### src/inc/cfb_pkg.sv
// Shared types and constants for the flag and branch execution unit.
package cfb_pkg;

  // Status register bit positions.
  localparam int unsigned CFB_SR_C         = 0;
  localparam int unsigned CFB_SR_Z         = 1;
  localparam int unsigned CFB_SR_N         = 2;
  localparam int unsigned CFB_SR_IRQ_ALLOW = 3;
  localparam int unsigned CFB_SR_HALT      = 4;
  localparam int unsigned CFB_SR_OSCDIS    = 5;
  localparam int unsigned CFB_SR_V         = 8;

  // Constant ORed into the status register by the allow operation.
  localparam logic [15:0] CFB_IRQ_ALLOW_MASK = 16'h0008;
  localparam logic [15:0] CFB_SR_RST         = 16'h0000;
  localparam logic [19:0] CFB_PC_RST         = 20'h00000;

  // Operand constants.
  localparam logic [15:0] CFB_W_ONES  = 16'hFFFF;
  localparam logic [15:0] CFB_W_FFFE  = 16'hFFFE;
  localparam logic [15:0] CFB_W_7FFF  = 16'h7FFF;
  localparam logic [15:0] CFB_W_7FFE  = 16'h7FFE;
  localparam logic [7:0]  CFB_B_ONES  = 8'hFF;
  localparam logic [7:0]  CFB_B_FE    = 8'hFE;
  localparam logic [7:0]  CFB_B_7F    = 8'h7F;
  localparam logic [7:0]  CFB_B_7E    = 8'h7E;
  localparam logic [15:0] CFB_ONE     = 16'h0001;
  localparam logic [15:0] CFB_TWO     = 16'h0002;

  // Register byte addresses.
  localparam logic [7:0] CFB_REG_SR     = 8'h00;
  localparam logic [7:0] CFB_REG_PC     = 8'h04;
  localparam logic [7:0] CFB_REG_RESULT = 8'h08;
  localparam logic [7:0] CFB_REG_INFO   = 8'h0C;

  // Default widths.
  localparam int unsigned CFB_PC_W   = 20;
  localparam int unsigned CFB_OFFS_W = 10;

  typedef enum logic [2:0] {
    CFB_INC,
    CFB_ADD_TWO_OP,
    CFB_BITWISE_NOT_OP,
    CFB_IRQ_ALLOW_OP,
    CFB_BRANCH_ON_CARRY,
    CFB_BRANCH_ON_ZERO_FLAG,
    CFB_BRANCH_SIGNED_NOT_BELOW
  } cfb_op_t;

  // One instruction as handed to the unit.
  typedef struct packed {
    logic        valid;
    cfb_op_t     op;
    logic        byte_form;
    logic [15:0] dst;
    logic [9:0]  offset;
  } cfb_insn_t;

  // Plain register port request.
  typedef struct packed {
    logic        wr;
    logic        rd;
    logic [7:0]  addr;
    logic [31:0] wdata;
  } cfb_bus_t;

endpackage : cfb_pkg

### src/core/cfb_exec.sv
// Flag and branch execution unit of the 16-bit core.
//
// Contract
// (RULE_01) Interrupt allow ORs 0008h into the status register, flags kept.
// (RULE_02) The single instruction after interrupt allow always executes first.
// (RULE_03) Program code keeps one instruction between allowing and blocking.
// (RULE_04) Interrupt allow keeps the oscillator-disable and halt bits.
// (RULE_05) Increment adds one to the word or byte destination.
// (RULE_06) Increment zero flag set when destination held FFFFh or FFh.
// (RULE_07) Word increment carry set only when destination was FFFFh.
// (RULE_08) Increment overflow set only for 7FFFh or 7Fh destinations.
// (RULE_09) Increment, add two, invert set negative from result sign.
// (RULE_10) Add two adds two to the word or byte destination.
// (RULE_11) Add two zero flag set only for FFFEh or FEh destinations.
// (RULE_12) Add two carry set for FFFEh, FFFFh, FEh or FFh destinations.
// (RULE_13) Word add two overflow set for 7FFEh or 7FFFh destinations.
// (RULE_14) Invert is exclusive-OR with FFFFh or FFh, written back.
// (RULE_15) Invert carry equals the complement of the zero flag.
// (RULE_16) Invert overflow set when the original destination was negative.
// (RULE_17) Arithmetic and jumps keep oscillator, halt and interrupt bits.
// (RULE_18) Carry jump adds the doubled sign-extended offset to the counter.
// (RULE_19) A false jump condition proceeds with the following instruction.
// (RULE_20) Taken jumps reach -511 to +512 words anywhere in memory.
// (RULE_21) Zero jump branches when zero is set, falls through otherwise.
// (RULE_22) Signed not-below jump branches when negative equals overflow.
// (RULE_23) Conditional jumps change no arithmetic status flag.
// (RULE_24) Byte forms take flags from the low eight bits, bit 7 sign.
module cfb_exec
  import cfb_pkg::*;
#(
  parameter int unsigned PC_W   = cfb_pkg::CFB_PC_W,
  parameter int unsigned OFFS_W = cfb_pkg::CFB_OFFS_W
) (
  // Clock and reset.
  input  wire logic                core_clk,
  input  wire logic                rstn,
  // Instruction stream.
  input  cfb_pkg::cfb_insn_t       insn,
  input  wire logic                other_retire,
  // Interrupt request from the controller.
  input  wire logic                irq_pending,
  // Register port.
  input  cfb_pkg::cfb_bus_t        bus,
  output logic [31:0]              rdata,
  // Execution results.
  output logic                     res_valid,
  output logic [15:0]              res_data,
  output logic                     branch_taken,
  output logic [PC_W-1:0]          pc,
  output logic [15:0]              sr,
  output logic                     irq_take
);
  import cfb_pkg::*;

  // The read port packs the counter into a fixed 32-bit word.
  if (PC_W != CFB_PC_W || OFFS_W != CFB_OFFS_W)
  begin : g_bad_width
    $error("cfb_exec serves a 20-bit counter and 10-bit offsets only.");
  end

  typedef struct packed {
    logic [15:0]     sr;
    logic [PC_W-1:0] pc;
    logic [15:0]     result;
    logic            res_valid;
    logic            branch_taken;
    logic            irq_take;
    logic            shadow;
    logic [31:0]     rdata;
  } cfb_state_t;

  cfb_state_t state;
  cfb_state_t next_state;

  // Reset release through two flip-flops.
  logic rst_meta_n;
  logic rst_n;

  always_ff @(posedge core_clk or negedge rstn)
  begin
    if (!rstn)
    begin
      rst_meta_n <= 1'b0;
      rst_n      <= 1'b0;
    end
    else
    begin
      rst_meta_n <= 1'b1;
      rst_n      <= rst_meta_n;
    end
  end

  always_comb
  begin
    logic [15:0]     sr_v;
    logic [15:0]     res;
    logic [PC_W-1:0] disp;
    logic            is_arith;
    logic            is_jump;
    logic            cond;
    logic            z;
    logic            c;
    logic            v;
    logic            n;

    next_state = state;
    next_state.res_valid    = 1'b0;
    next_state.branch_taken = 1'b0;
    next_state.rdata        = 32'h00000000;
    sr_v     = state.sr;
    res      = 16'h0000;
    disp     = {{(PC_W-OFFS_W-1){insn.offset[OFFS_W-1]}}, insn.offset, 1'b0};
    is_arith = 1'b0;
    is_jump  = 1'b0;
    cond     = 1'b0;
    z        = 1'b0;
    c        = 1'b0;
    v        = 1'b0;
    n        = 1'b0;

    // A read returns data in the following cycle only.
    if (bus.rd)
    begin
      case (bus.addr)
        CFB_REG_SR:     next_state.rdata = {16'h0000, state.sr};
        CFB_REG_PC:     next_state.rdata = {12'h000, state.pc};
        CFB_REG_RESULT: next_state.rdata = {16'h0000, state.result};
        CFB_REG_INFO:   next_state.rdata = {30'h00000000, state.irq_take,
                                            state.shadow};
        default:        next_state.rdata = 32'h00000000;
      endcase
    end

    // Software writes land first so that an instruction in the same cycle
    // sees and refines the written values.
    if (bus.wr)
    begin
      case (bus.addr)
        CFB_REG_SR: sr_v = bus.wdata[15:0];
        CFB_REG_PC: next_state.pc = bus.wdata[PC_W-1:0];
        default:    ;
      endcase
    end

    if (insn.valid)
    begin
      case (insn.op)
        CFB_INC:
        begin
          is_arith = 1'b1;
          res = insn.dst + CFB_ONE; // RULE_05
          if (insn.byte_form)
          begin
            z = (insn.dst[7:0] == CFB_B_ONES); // RULE_06 RULE_24
            c = (insn.dst[7:0] == CFB_B_ONES); // RULE_24
            v = (insn.dst[7:0] == CFB_B_7F);   // RULE_08
          end
          else
          begin
            z = (insn.dst == CFB_W_ONES); // RULE_06
            c = (insn.dst == CFB_W_ONES); // RULE_07
            v = (insn.dst == CFB_W_7FFF); // RULE_08
          end
        end
        CFB_ADD_TWO_OP:
        begin
          is_arith = 1'b1;
          res = insn.dst + CFB_TWO; // RULE_10
          if (insn.byte_form)
          begin
            z = (insn.dst[7:0] == CFB_B_FE); // RULE_11
            c = (insn.dst[7:0] >= CFB_B_FE); // RULE_12
            v = (insn.dst[7:1] == CFB_B_7E[7:1]); // RULE_24
          end
          else
          begin
            z = (insn.dst == CFB_W_FFFE); // RULE_11
            c = (insn.dst >= CFB_W_FFFE); // RULE_12
            v = (insn.dst[15:1] == CFB_W_7FFE[15:1]); // RULE_13
          end
        end
        CFB_BITWISE_NOT_OP:
        begin
          is_arith = 1'b1;
          res = insn.dst ^ CFB_W_ONES; // RULE_14
          if (insn.byte_form)
          begin
            z = (insn.dst[7:0] == CFB_B_ONES);
            v = insn.dst[7]; // RULE_16 RULE_24
          end
          else
          begin
            z = (insn.dst == CFB_W_ONES);
            v = insn.dst[15]; // RULE_16
          end
          c = ~z; // RULE_15
        end
        CFB_IRQ_ALLOW_OP:
        begin
          // Only the allow bit moves; halt and oscillator bits stay.
          sr_v = sr_v | CFB_IRQ_ALLOW_MASK; // RULE_01 RULE_04
        end
        CFB_BRANCH_ON_CARRY:
        begin
          is_jump = 1'b1;
          cond = sr_v[CFB_SR_C]; // RULE_18
        end
        CFB_BRANCH_ON_ZERO_FLAG:
        begin
          is_jump = 1'b1;
          cond = sr_v[CFB_SR_Z]; // RULE_21
        end
        CFB_BRANCH_SIGNED_NOT_BELOW:
        begin
          is_jump = 1'b1;
          cond = (sr_v[CFB_SR_N] == sr_v[CFB_SR_V]); // RULE_22
        end
        default: ;
      endcase

      if (is_arith)
      begin
        if (insn.byte_form)
        begin
          res = {8'h00, res[7:0]}; // RULE_24
          n   = res[7];
        end
        else
        begin
          n = res[15]; // RULE_09
        end
        // Only the four arithmetic flags change here.
        sr_v[CFB_SR_C] = c; // RULE_17
        sr_v[CFB_SR_Z] = z;
        sr_v[CFB_SR_N] = n;
        sr_v[CFB_SR_V] = v;
        next_state.result    = res;
        next_state.res_valid = 1'b1;
      end

      // The counter already points past the jump, so a false condition
      // simply leaves it there and a true one adds the doubled offset.
      if (is_jump && cond)
      begin
        next_state.pc = next_state.pc + disp; // RULE_18 RULE_20
        next_state.branch_taken = 1'b1;
      end
      // A not-taken jump keeps the counter on the next instruction. RULE_19
      // Status flags pass through jumps untouched. RULE_23
    end

    // The instruction following interrupt allow is protected; any other
    // retiring instruction ends that protection.
    if (insn.valid && insn.op == CFB_IRQ_ALLOW_OP)
    begin
      next_state.shadow = 1'b1; // RULE_02
    end
    else if (insn.valid || other_retire)
    begin
      next_state.shadow = 1'b0;
    end

    next_state.irq_take = irq_pending && sr_v[CFB_SR_IRQ_ALLOW] &&
                          !next_state.shadow; // RULE_02
    next_state.sr = sr_v;
  end

  always_ff @(posedge core_clk or negedge rst_n)
  begin
    if (!rst_n)
    begin
      state <= '{sr: CFB_SR_RST, pc: CFB_PC_RST, default: '0};
    end
    else
    begin
      state <= next_state;
    end
  end

  assign rdata        = state.rdata;
  assign res_valid    = state.res_valid;
  assign res_data     = state.result;
  assign branch_taken = state.branch_taken;
  assign pc           = state.pc;
  assign sr           = state.sr;
  assign irq_take     = state.irq_take;

  // Checks on the driven results.
  chk_allow_sets_bit: assert property ( // RULE_01
    @(posedge core_clk) disable iff (!rst_n)
    insn.valid && insn.op == CFB_IRQ_ALLOW_OP |=> sr[CFB_SR_IRQ_ALLOW])
    else $error("Allow operation did not set the interrupt bit.");

  chk_allow_keeps_bits: assert property ( // RULE_04
    @(posedge core_clk) disable iff (!rst_n)
    insn.valid && insn.op == CFB_IRQ_ALLOW_OP && !bus.wr
    |=> sr[15:4] == $past(sr[15:4]) && sr[2:0] == $past(sr[2:0]))
    else $error("Allow operation disturbed other status bits.");

  chk_shadow_blocks_irq: assert property ( // RULE_02
    @(posedge core_clk) disable iff (!rst_n)
    insn.valid && insn.op == CFB_IRQ_ALLOW_OP |=> !irq_take)
    else $error("Interrupt taken before the protected instruction.");

  chk_inc_result: assert property ( // RULE_05
    @(posedge core_clk) disable iff (!rst_n)
    insn.valid && insn.op == CFB_INC && !insn.byte_form
    |=> res_valid && res_data == $past(insn.dst) + 16'h0001)
    else $error("Increment result wrong.");

  chk_inc_flags: assert property ( // RULE_07
    @(posedge core_clk) disable iff (!rst_n)
    insn.valid && insn.op == CFB_INC && !insn.byte_form
    |=> sr[CFB_SR_C] == ($past(insn.dst) == 16'hFFFF) &&
        sr[CFB_SR_V] == ($past(insn.dst) == 16'h7FFF))
    else $error("Increment carry or overflow wrong.");

  chk_add_two_carry: assert property ( // RULE_12
    @(posedge core_clk) disable iff (!rst_n)
    insn.valid && insn.op == CFB_ADD_TWO_OP && !insn.byte_form
    |=> sr[CFB_SR_C] == ($past(insn.dst) >= 16'hFFFE))
    else $error("Add two carry wrong.");

  chk_invert_carry: assert property ( // RULE_15
    @(posedge core_clk) disable iff (!rst_n)
    insn.valid && insn.op == CFB_BITWISE_NOT_OP
    |=> sr[CFB_SR_C] == !sr[CFB_SR_Z] && res_data == ($past(insn.byte_form)
        ? {8'h00, ~$past(insn.dst[7:0])} : ~$past(insn.dst)))
    else $error("Invert carry or result wrong.");

  chk_jump_flags_kept: assert property ( // RULE_23
    @(posedge core_clk) disable iff (!rst_n)
    insn.valid && !bus.wr && (insn.op == CFB_BRANCH_ON_CARRY ||
    insn.op == CFB_BRANCH_ON_ZERO_FLAG ||
    insn.op == CFB_BRANCH_SIGNED_NOT_BELOW) |=> sr == $past(sr))
    else $error("Jump changed the status register.");

  chk_carry_jump: assert property ( // RULE_18
    @(posedge core_clk) disable iff (!rst_n)
    insn.valid && !bus.wr && insn.op == CFB_BRANCH_ON_CARRY && sr[CFB_SR_C]
    |=> branch_taken && pc == $past(pc) +
        {{9{$past(insn.offset[9])}}, $past(insn.offset), 1'b0})
    else $error("Carry jump target wrong.");

  chk_fall_through: assert property ( // RULE_19
    @(posedge core_clk) disable iff (!rst_n)
    insn.valid && !bus.wr && insn.op == CFB_BRANCH_SIGNED_NOT_BELOW &&
    sr[CFB_SR_N] != sr[CFB_SR_V] |=> !branch_taken && pc == $past(pc))
    else $error("Signed jump taken on unequal flags.");

  chk_inc_byte_flags: assert property ( // RULE_08
    @(posedge core_clk) disable iff (!rst_n)
    insn.valid && insn.op == CFB_INC && insn.byte_form
    |=> sr[CFB_SR_Z] == ($past(insn.dst[7:0]) == 8'hFF) &&
        sr[CFB_SR_V] == ($past(insn.dst[7:0]) == 8'h7F))
    else $error("Byte increment zero or overflow wrong.");

  chk_add_two_flags: assert property ( // RULE_13
    @(posedge core_clk) disable iff (!rst_n)
    insn.valid && insn.op == CFB_ADD_TWO_OP && !insn.byte_form
    |=> sr[CFB_SR_Z] == ($past(insn.dst) == 16'hFFFE) &&
        sr[CFB_SR_V] == ($past(insn.dst) == 16'h7FFE ||
                         $past(insn.dst) == 16'h7FFF))
    else $error("Add two zero or overflow wrong.");

  chk_invert_ovf: assert property ( // RULE_16
    @(posedge core_clk) disable iff (!rst_n)
    insn.valid && insn.op == CFB_BITWISE_NOT_OP
    |=> sr[CFB_SR_V] == ($past(insn.byte_form) ? $past(insn.dst[7])
                                               : $past(insn.dst[15])))
    else $error("Invert overflow wrong.");

  chk_neg_flag: assert property ( // RULE_09
    @(posedge core_clk) disable iff (!rst_n)
    insn.valid &&
    insn.op inside {CFB_INC, CFB_ADD_TWO_OP, CFB_BITWISE_NOT_OP}
    |=> sr[CFB_SR_N] == ($past(insn.byte_form) ? res_data[7] : res_data[15]))
    else $error("Negative flag does not follow the result sign.");

  chk_zero_jump: assert property ( // RULE_21
    @(posedge core_clk) disable iff (!rst_n)
    insn.valid && !bus.wr && insn.op == CFB_BRANCH_ON_ZERO_FLAG
    |=> branch_taken == $past(sr[CFB_SR_Z]))
    else $error("Zero jump decision wrong.");

  chk_mode_bits_kept: assert property ( // RULE_17
    @(posedge core_clk) disable iff (!rst_n)
    insn.valid && !bus.wr && insn.op != CFB_IRQ_ALLOW_OP
    |=> sr[CFB_SR_OSCDIS:CFB_SR_IRQ_ALLOW] ==
        $past(sr[CFB_SR_OSCDIS:CFB_SR_IRQ_ALLOW]))
    else $error("Mode or interrupt bits changed.");

endmodule // cfb_exec

### config.mk
export PLATFORM = sky130hd
export DESIGN_NAME = cfb_exec
export DESIGN_NICKNAME = d
export VERILOG_FILES = /design/src/inc/cfb_pkg.sv /design/src/core/cfb_exec.sv
export SDC_FILE = /design/constraint.sdc
export NUM_CORES = 1
export LEC_CHECK = 0
export BUFFER_PORTS_ARGS = -buffer_cell sky130_fd_sc_hd__buf_2
export CORE_UTILIZATION = 58
export CTS_CLUSTER_DIAMETER = 200
export CTS_CLUSTER_SIZE = 30
export DETAILED_ROUTE_END_ITERATION = 10
export GPL_TIMING_DRIVEN = 0
export PLACE_DENSITY_LB_ADDON = 0.15
export SETUP_SLACK_MARGIN = 0.05
export SLEW_MARGIN = 30
export SYNTH_ARGS = -nofsm -noshare
export SYNTH_HDL_FRONTEND = slang
export SYNTH_SLANG_ARGS = --single-unit
export TNS_END_PERCENT = 50
### constraint.sdc
create_clock -name core_clk -period 5.1 [get_ports core_clk]
set_input_delay 0.765 -clock core_clk [delete_from_list [all_inputs] [get_ports core_clk]]
set_output_delay 0.765 -clock core_clk [all_outputs]
set_load 0.01 [all_outputs]
# After elaboration in Yosys (flattened, before gate mapping)
# Cells that the tools add are included.
[word_totals] reg_bits=90 output_inout_bits=87
[classes] reduce_logical=11 n_mux=36 order_cmp=2 n_bitwise=2 eq_ne=18 n_addsub=3
[ops] op="$pmux W20 S4" count=1
[ops] op="$mux W20" count=3
[ops] op="$mux W16" count=3
[ops] op="$pmux W16 S3" count=1
[ops] op="$mux W38" count=1
[ops] op="$eq A16 B16 Y1 const B" count=2
[ops] op="$mux W32" count=1
[ops] op="$add A20 B20 Y20" count=1
[ops] op="$mux W1" count=18
[ops] op="$mux W17" count=1
[ops] op="$add A16 B1 Y16 const B" count=1
[ops] op="$add A16 B2 Y16 const B" count=1
[ops] op="$eq A16 B15 Y1 const B" count=1
[ops] op="$eq A8 B4 Y1 const B" count=2
[ops] op="$eq A8 B8 Y1 const B" count=2
[ops] op="$ge A16 B16 Y1 const B" count=1
[ops] op="$not A16 Y16" count=1
[ops] op="$eq A15 B14 Y1 const B" count=1
[ops] op="$pmux W1 S3" count=4
[ops] op="$eq A3 B3 Y1 const B" count=3
[ops] op="$mux W9" count=1
[ops] op="$eq A8 B3 Y1 const B" count=1
[ops] op="$eq A8 B7 Y1 const B" count=1
[ops] op="$ge A8 B8 Y1 const B" count=1
[ops] op="14 further kinds" count=19

# Logic depth before layout (Yosys ltp)
[depth] ltp_word=10 depth_mapped=14

# Worst setup path after synthesis
# No wires, ideal clock.
[synth_path] path_type="input to register" startpoint="in bus[33] (netlist name)" endpoint="reg state (netlist bit pc[17])" t_arrival_ns=3.676 t_required_ns=5.005 cell_stages=13 path_buffers=1 path_slack_ns=1.329 cell_sequence="nor4_1 and2_1 nand3_1 buf_2 mux2_2 ha_1 fa_1 a211oi_1 o21ai_0 a41oi_2 nor3_1 o21a_1 o31ai_1"
[synth_lines] element="from (decl)" line="cfb_exec.sv:43" rtl="input cfb_pkg::cfb_bus_t bus,"
[synth_lines] element="to (signal assigned)" line="cfb_exec.sv:276" rtl="state <= next_state;"
[synth_lines] element="to (decl)" line="cfb_exec.sv:72" rtl="cfb_state_t state;"

==> results.cfg <==
[outcome]
status = finished, final reports clean

[worst_setup_path]
worstPathRequired_ns = 5.34
endpoint_kind = flip-flop
start_kind = input port
cp_max_fo = 10
crit_arrival_ns = 4.46
crit_type = in -> reg

[place]
hpwl_um = 12100
port-buffer-count = 133
gp_congestion = 0.929
dpl.cell_count = 929

[pwr]
p_int_mw = 1.67
p_sw_share_pct = 38.0
power.share.clock_pct = 21.2
vdd_ir_drop_max_mv = 0.288
power_density_nw_per_um2 = 384
power_frac_seq_pct = 30.3
power.leakage_nw = 3.52
combPwrFrac_pct = 48.5
totalPowerFinal_mw = 2.70
power.switching_mw = 1.03

[timing]
tightest_slew_ns = 0.743
fin_skew_ns = 0.00814
tns_ns = 0
finalHoldViolations = 0
period_minus_slack_ns = 4.22
fmax_ghz = 0.237
slew_headroom_pct = 50.5
finalMaxSlewViolations = 0
finalSetupViolCount = 0
final.period_utilization_pct = 82.8
grt_setup_unrepaired = false

[finish]
area_growth_pct = 19.4
diodes = 0
drive_gt1_share_pct = 37.7
final_common_cell = buf_2
final_cell_mix = buf_2, buf_4, dfrtp_1
finalNonFillerCells = 945
finalNetCount = 906
final_core_util_pct = 71.6

[hold_path]
hold_class = in -> async

[yosys]
synth_ff_type = dfrtp_1
ys_async_sr_fraction_pct = 100
postSynthRegisterBits = 78
syn_avg_cell_area_sq_um = 9.05
synth-edff-count = 0
synth_seq_area_share_pct = 33.1
netlist.area_leader.share_pct = 33.1
syn_area_sq_um = 5890
syn-instance-count = 651
yosysWarnings = 0
synth_top_cell_by_area = dfrtp_1
synth_area_leaders = dfrtp_1, buf_4, mux2_2
ys_types = 77

[global_routing]
grt_overflow = 0
grt_first_pass_wirelength_um = 24600
grt_max_degree = 41
antenna_found_initial = 0
grtUsageTotal_pct = 30.5
grt_pass1_vias = 5038

[job]
max_cap_viol_count = 0

[die]
die_area_sq_um = 10600
start_util_pct = 60.0
ios = 164
coreArea_sq_um = 9820
core.rowCount = 36
fp.dieW_um = 103
fp.dieH_um = 103

[detailed_routing]
drc = 0
finalWirelength_um = 15900
route.met2.wl_um = 7390
m1WireLength_um = 7160
vias = 5340
via_per_inst = 5.65
drtPass1Iterations = 5
drt_iter0_drc = 300
wl_per_cell_um = 16.8
top_layer = met4
wl_met3_um = 1030
drtAntennaViolNets = 0

[clocking]
max-clock-path-buffers = 2
cts_root_buffer = clkbuf_8
postCtsResizedCells = 0
cts_made_buffers = 9
postCtsSetupBuffers = 0
clock-sinks = 78
clkLatencyLatePin_ns = 0.36
cts_tree = yes
htree_levels = 3
clkTransAtPathRegs_ns = 0.09
hold_buffers = 0
==> state kept, by name, summed over array words and instances, names as in the netlist <==
name / cells
res_data: 16
sr: 16
rst_n: 1
irq_take: 1
res_valid: 1
rst_meta_n: 1
pc: 20
branch_taken: 1
rdata: 20
state: 1
==> worst max-delay path, stage by stage <==
cell and delay (ns):
buf_2 0.09, nor4_1 0.47, and2_1 0.22, nand3_1 0.09
buf_2 0.28, mux2_2 0.32, ha_1 0.23, fa_1 0.43
a211oi_1 0.33, o21ai_0 0.23, a41oi_2 0.41, o41ai_1 0.15
mux2i_1 0.31, xnor2_1 0.12
==> power groups by stage <==
stage          Combinational, mW  Clock (mW)  Sequential [mW]
2_1_floorplan              0.977           0            0.798
3_3_place_gp                1.25           0            0.827
3_5_place_dp                1.28           0            0.829
4_1_cts                     1.30       0.578            0.816
5_1_grt                     1.44       0.602            0.833
6_report                    1.31       0.573            0.818
==> synthesized netlist by cell type, drive strengths merged, types with 2 or more instances <==
cell and n:
a211oi 6, a21boi 2, a21o 9, a21oi 50
a221o 2, a22o 6, a22oi 4, a31oi 6
a41oi 4, and2 6, and3 2, and4 2
buf 100, clkbuf 15, conb 2, dfrtp 78
ha 21, inv 12, mux2 31, mux2i 23
mux4 2, nand2 43, nand2b 2, nand3 16
nand4 5, nand4b 2, nor2 69, nor2b 8
nor3 16, nor3b 3, nor4 3, o211ai 7
o21a 5, o21ai 27, o21bai 3, o22ai 3
o31a 2, o31ai 7, o32a 5, o41ai 3
or2 3, or4 2, xnor2 10, xor2 10
==> per-layer routing <==
metal | vias to the layer above | track usage [%]
met4 | 0 | 9.64
met5 | - | 0
met1 | 2545 | 41.9
li1 | 2548 | -
met3 | 27 | 6.17
met2 | 220 | 48.7
==> final timing paths <==
| path | from | end | slack [ns] | cells after the start |
|---|---|---|---|---|
| min | rstn | rst_n$_DFF_PN0_ | 0.18 | 1 |
| min in group core_clk | rst_meta_n$_DFF_PN0_ | rst_n$_DFF_PN0_ | 0.36 | 0 |
| max in group asynchronous | rst_n$_DFF_PN0_ | sr[12]$_DFFE_PN0P_ | 4.20 | 1 |
| max reg2reg | pc[1]$_DFF_PN0_ | pc[19]$_DFF_PN0_ | 2.09 | 9 |
| max | bus[33] | pc[19]$_DFF_PN0_ | 0.88 | 14 |
| min reg2reg | rst_n$_DFF_PN0_ | rdata[18]$_DFF_PN0_ | 0.31 | 0 |
==> through the flow <==
| stage | cell area (sq um) | hold slack (ns) | setup WS, ns |
|---|---|---|---|
| 2_1_floorplan | 5930 | 0.331 | 1.33 |
| 3_3_place_gp | 6770 | 0.340 | 0.678 |
| 3_5_place_dp | 6790 | 0.323 | 0.591 |
| 4_1_cts | 7030 | 0.167 | 0.930 |
| 5_1_grt | 7030 | 0.163 | 0.675 |
| 6_report | 7030 | 0.181 | 0.876 |
==> kinds of logic after synthesis <==
logic type | share of synthesized area (%)
AOI/OAI and AO/OA | 18.2
DFF | 33.1
and+or+nand+nor | 15.2
buffers and inverters | 15.0
muxes | 10.6
xor gates and xnor gates | 2.97
adders and majority gates | 4.80
other | 0.127
==> layout make-up <==
type,instances,area (sq um)
Multi-Input combinational cell,455,3100
Fill cell,838,2790
Sequential cell,78,1960
Buffer,116,837
Timing Repair Buffer,134,686
Tap cell,133,166
Clock buffer,9,124
Clock inverter,7,121
Inverter,13,48.8
No activity file was read; power rests on OpenSTA's default activity.
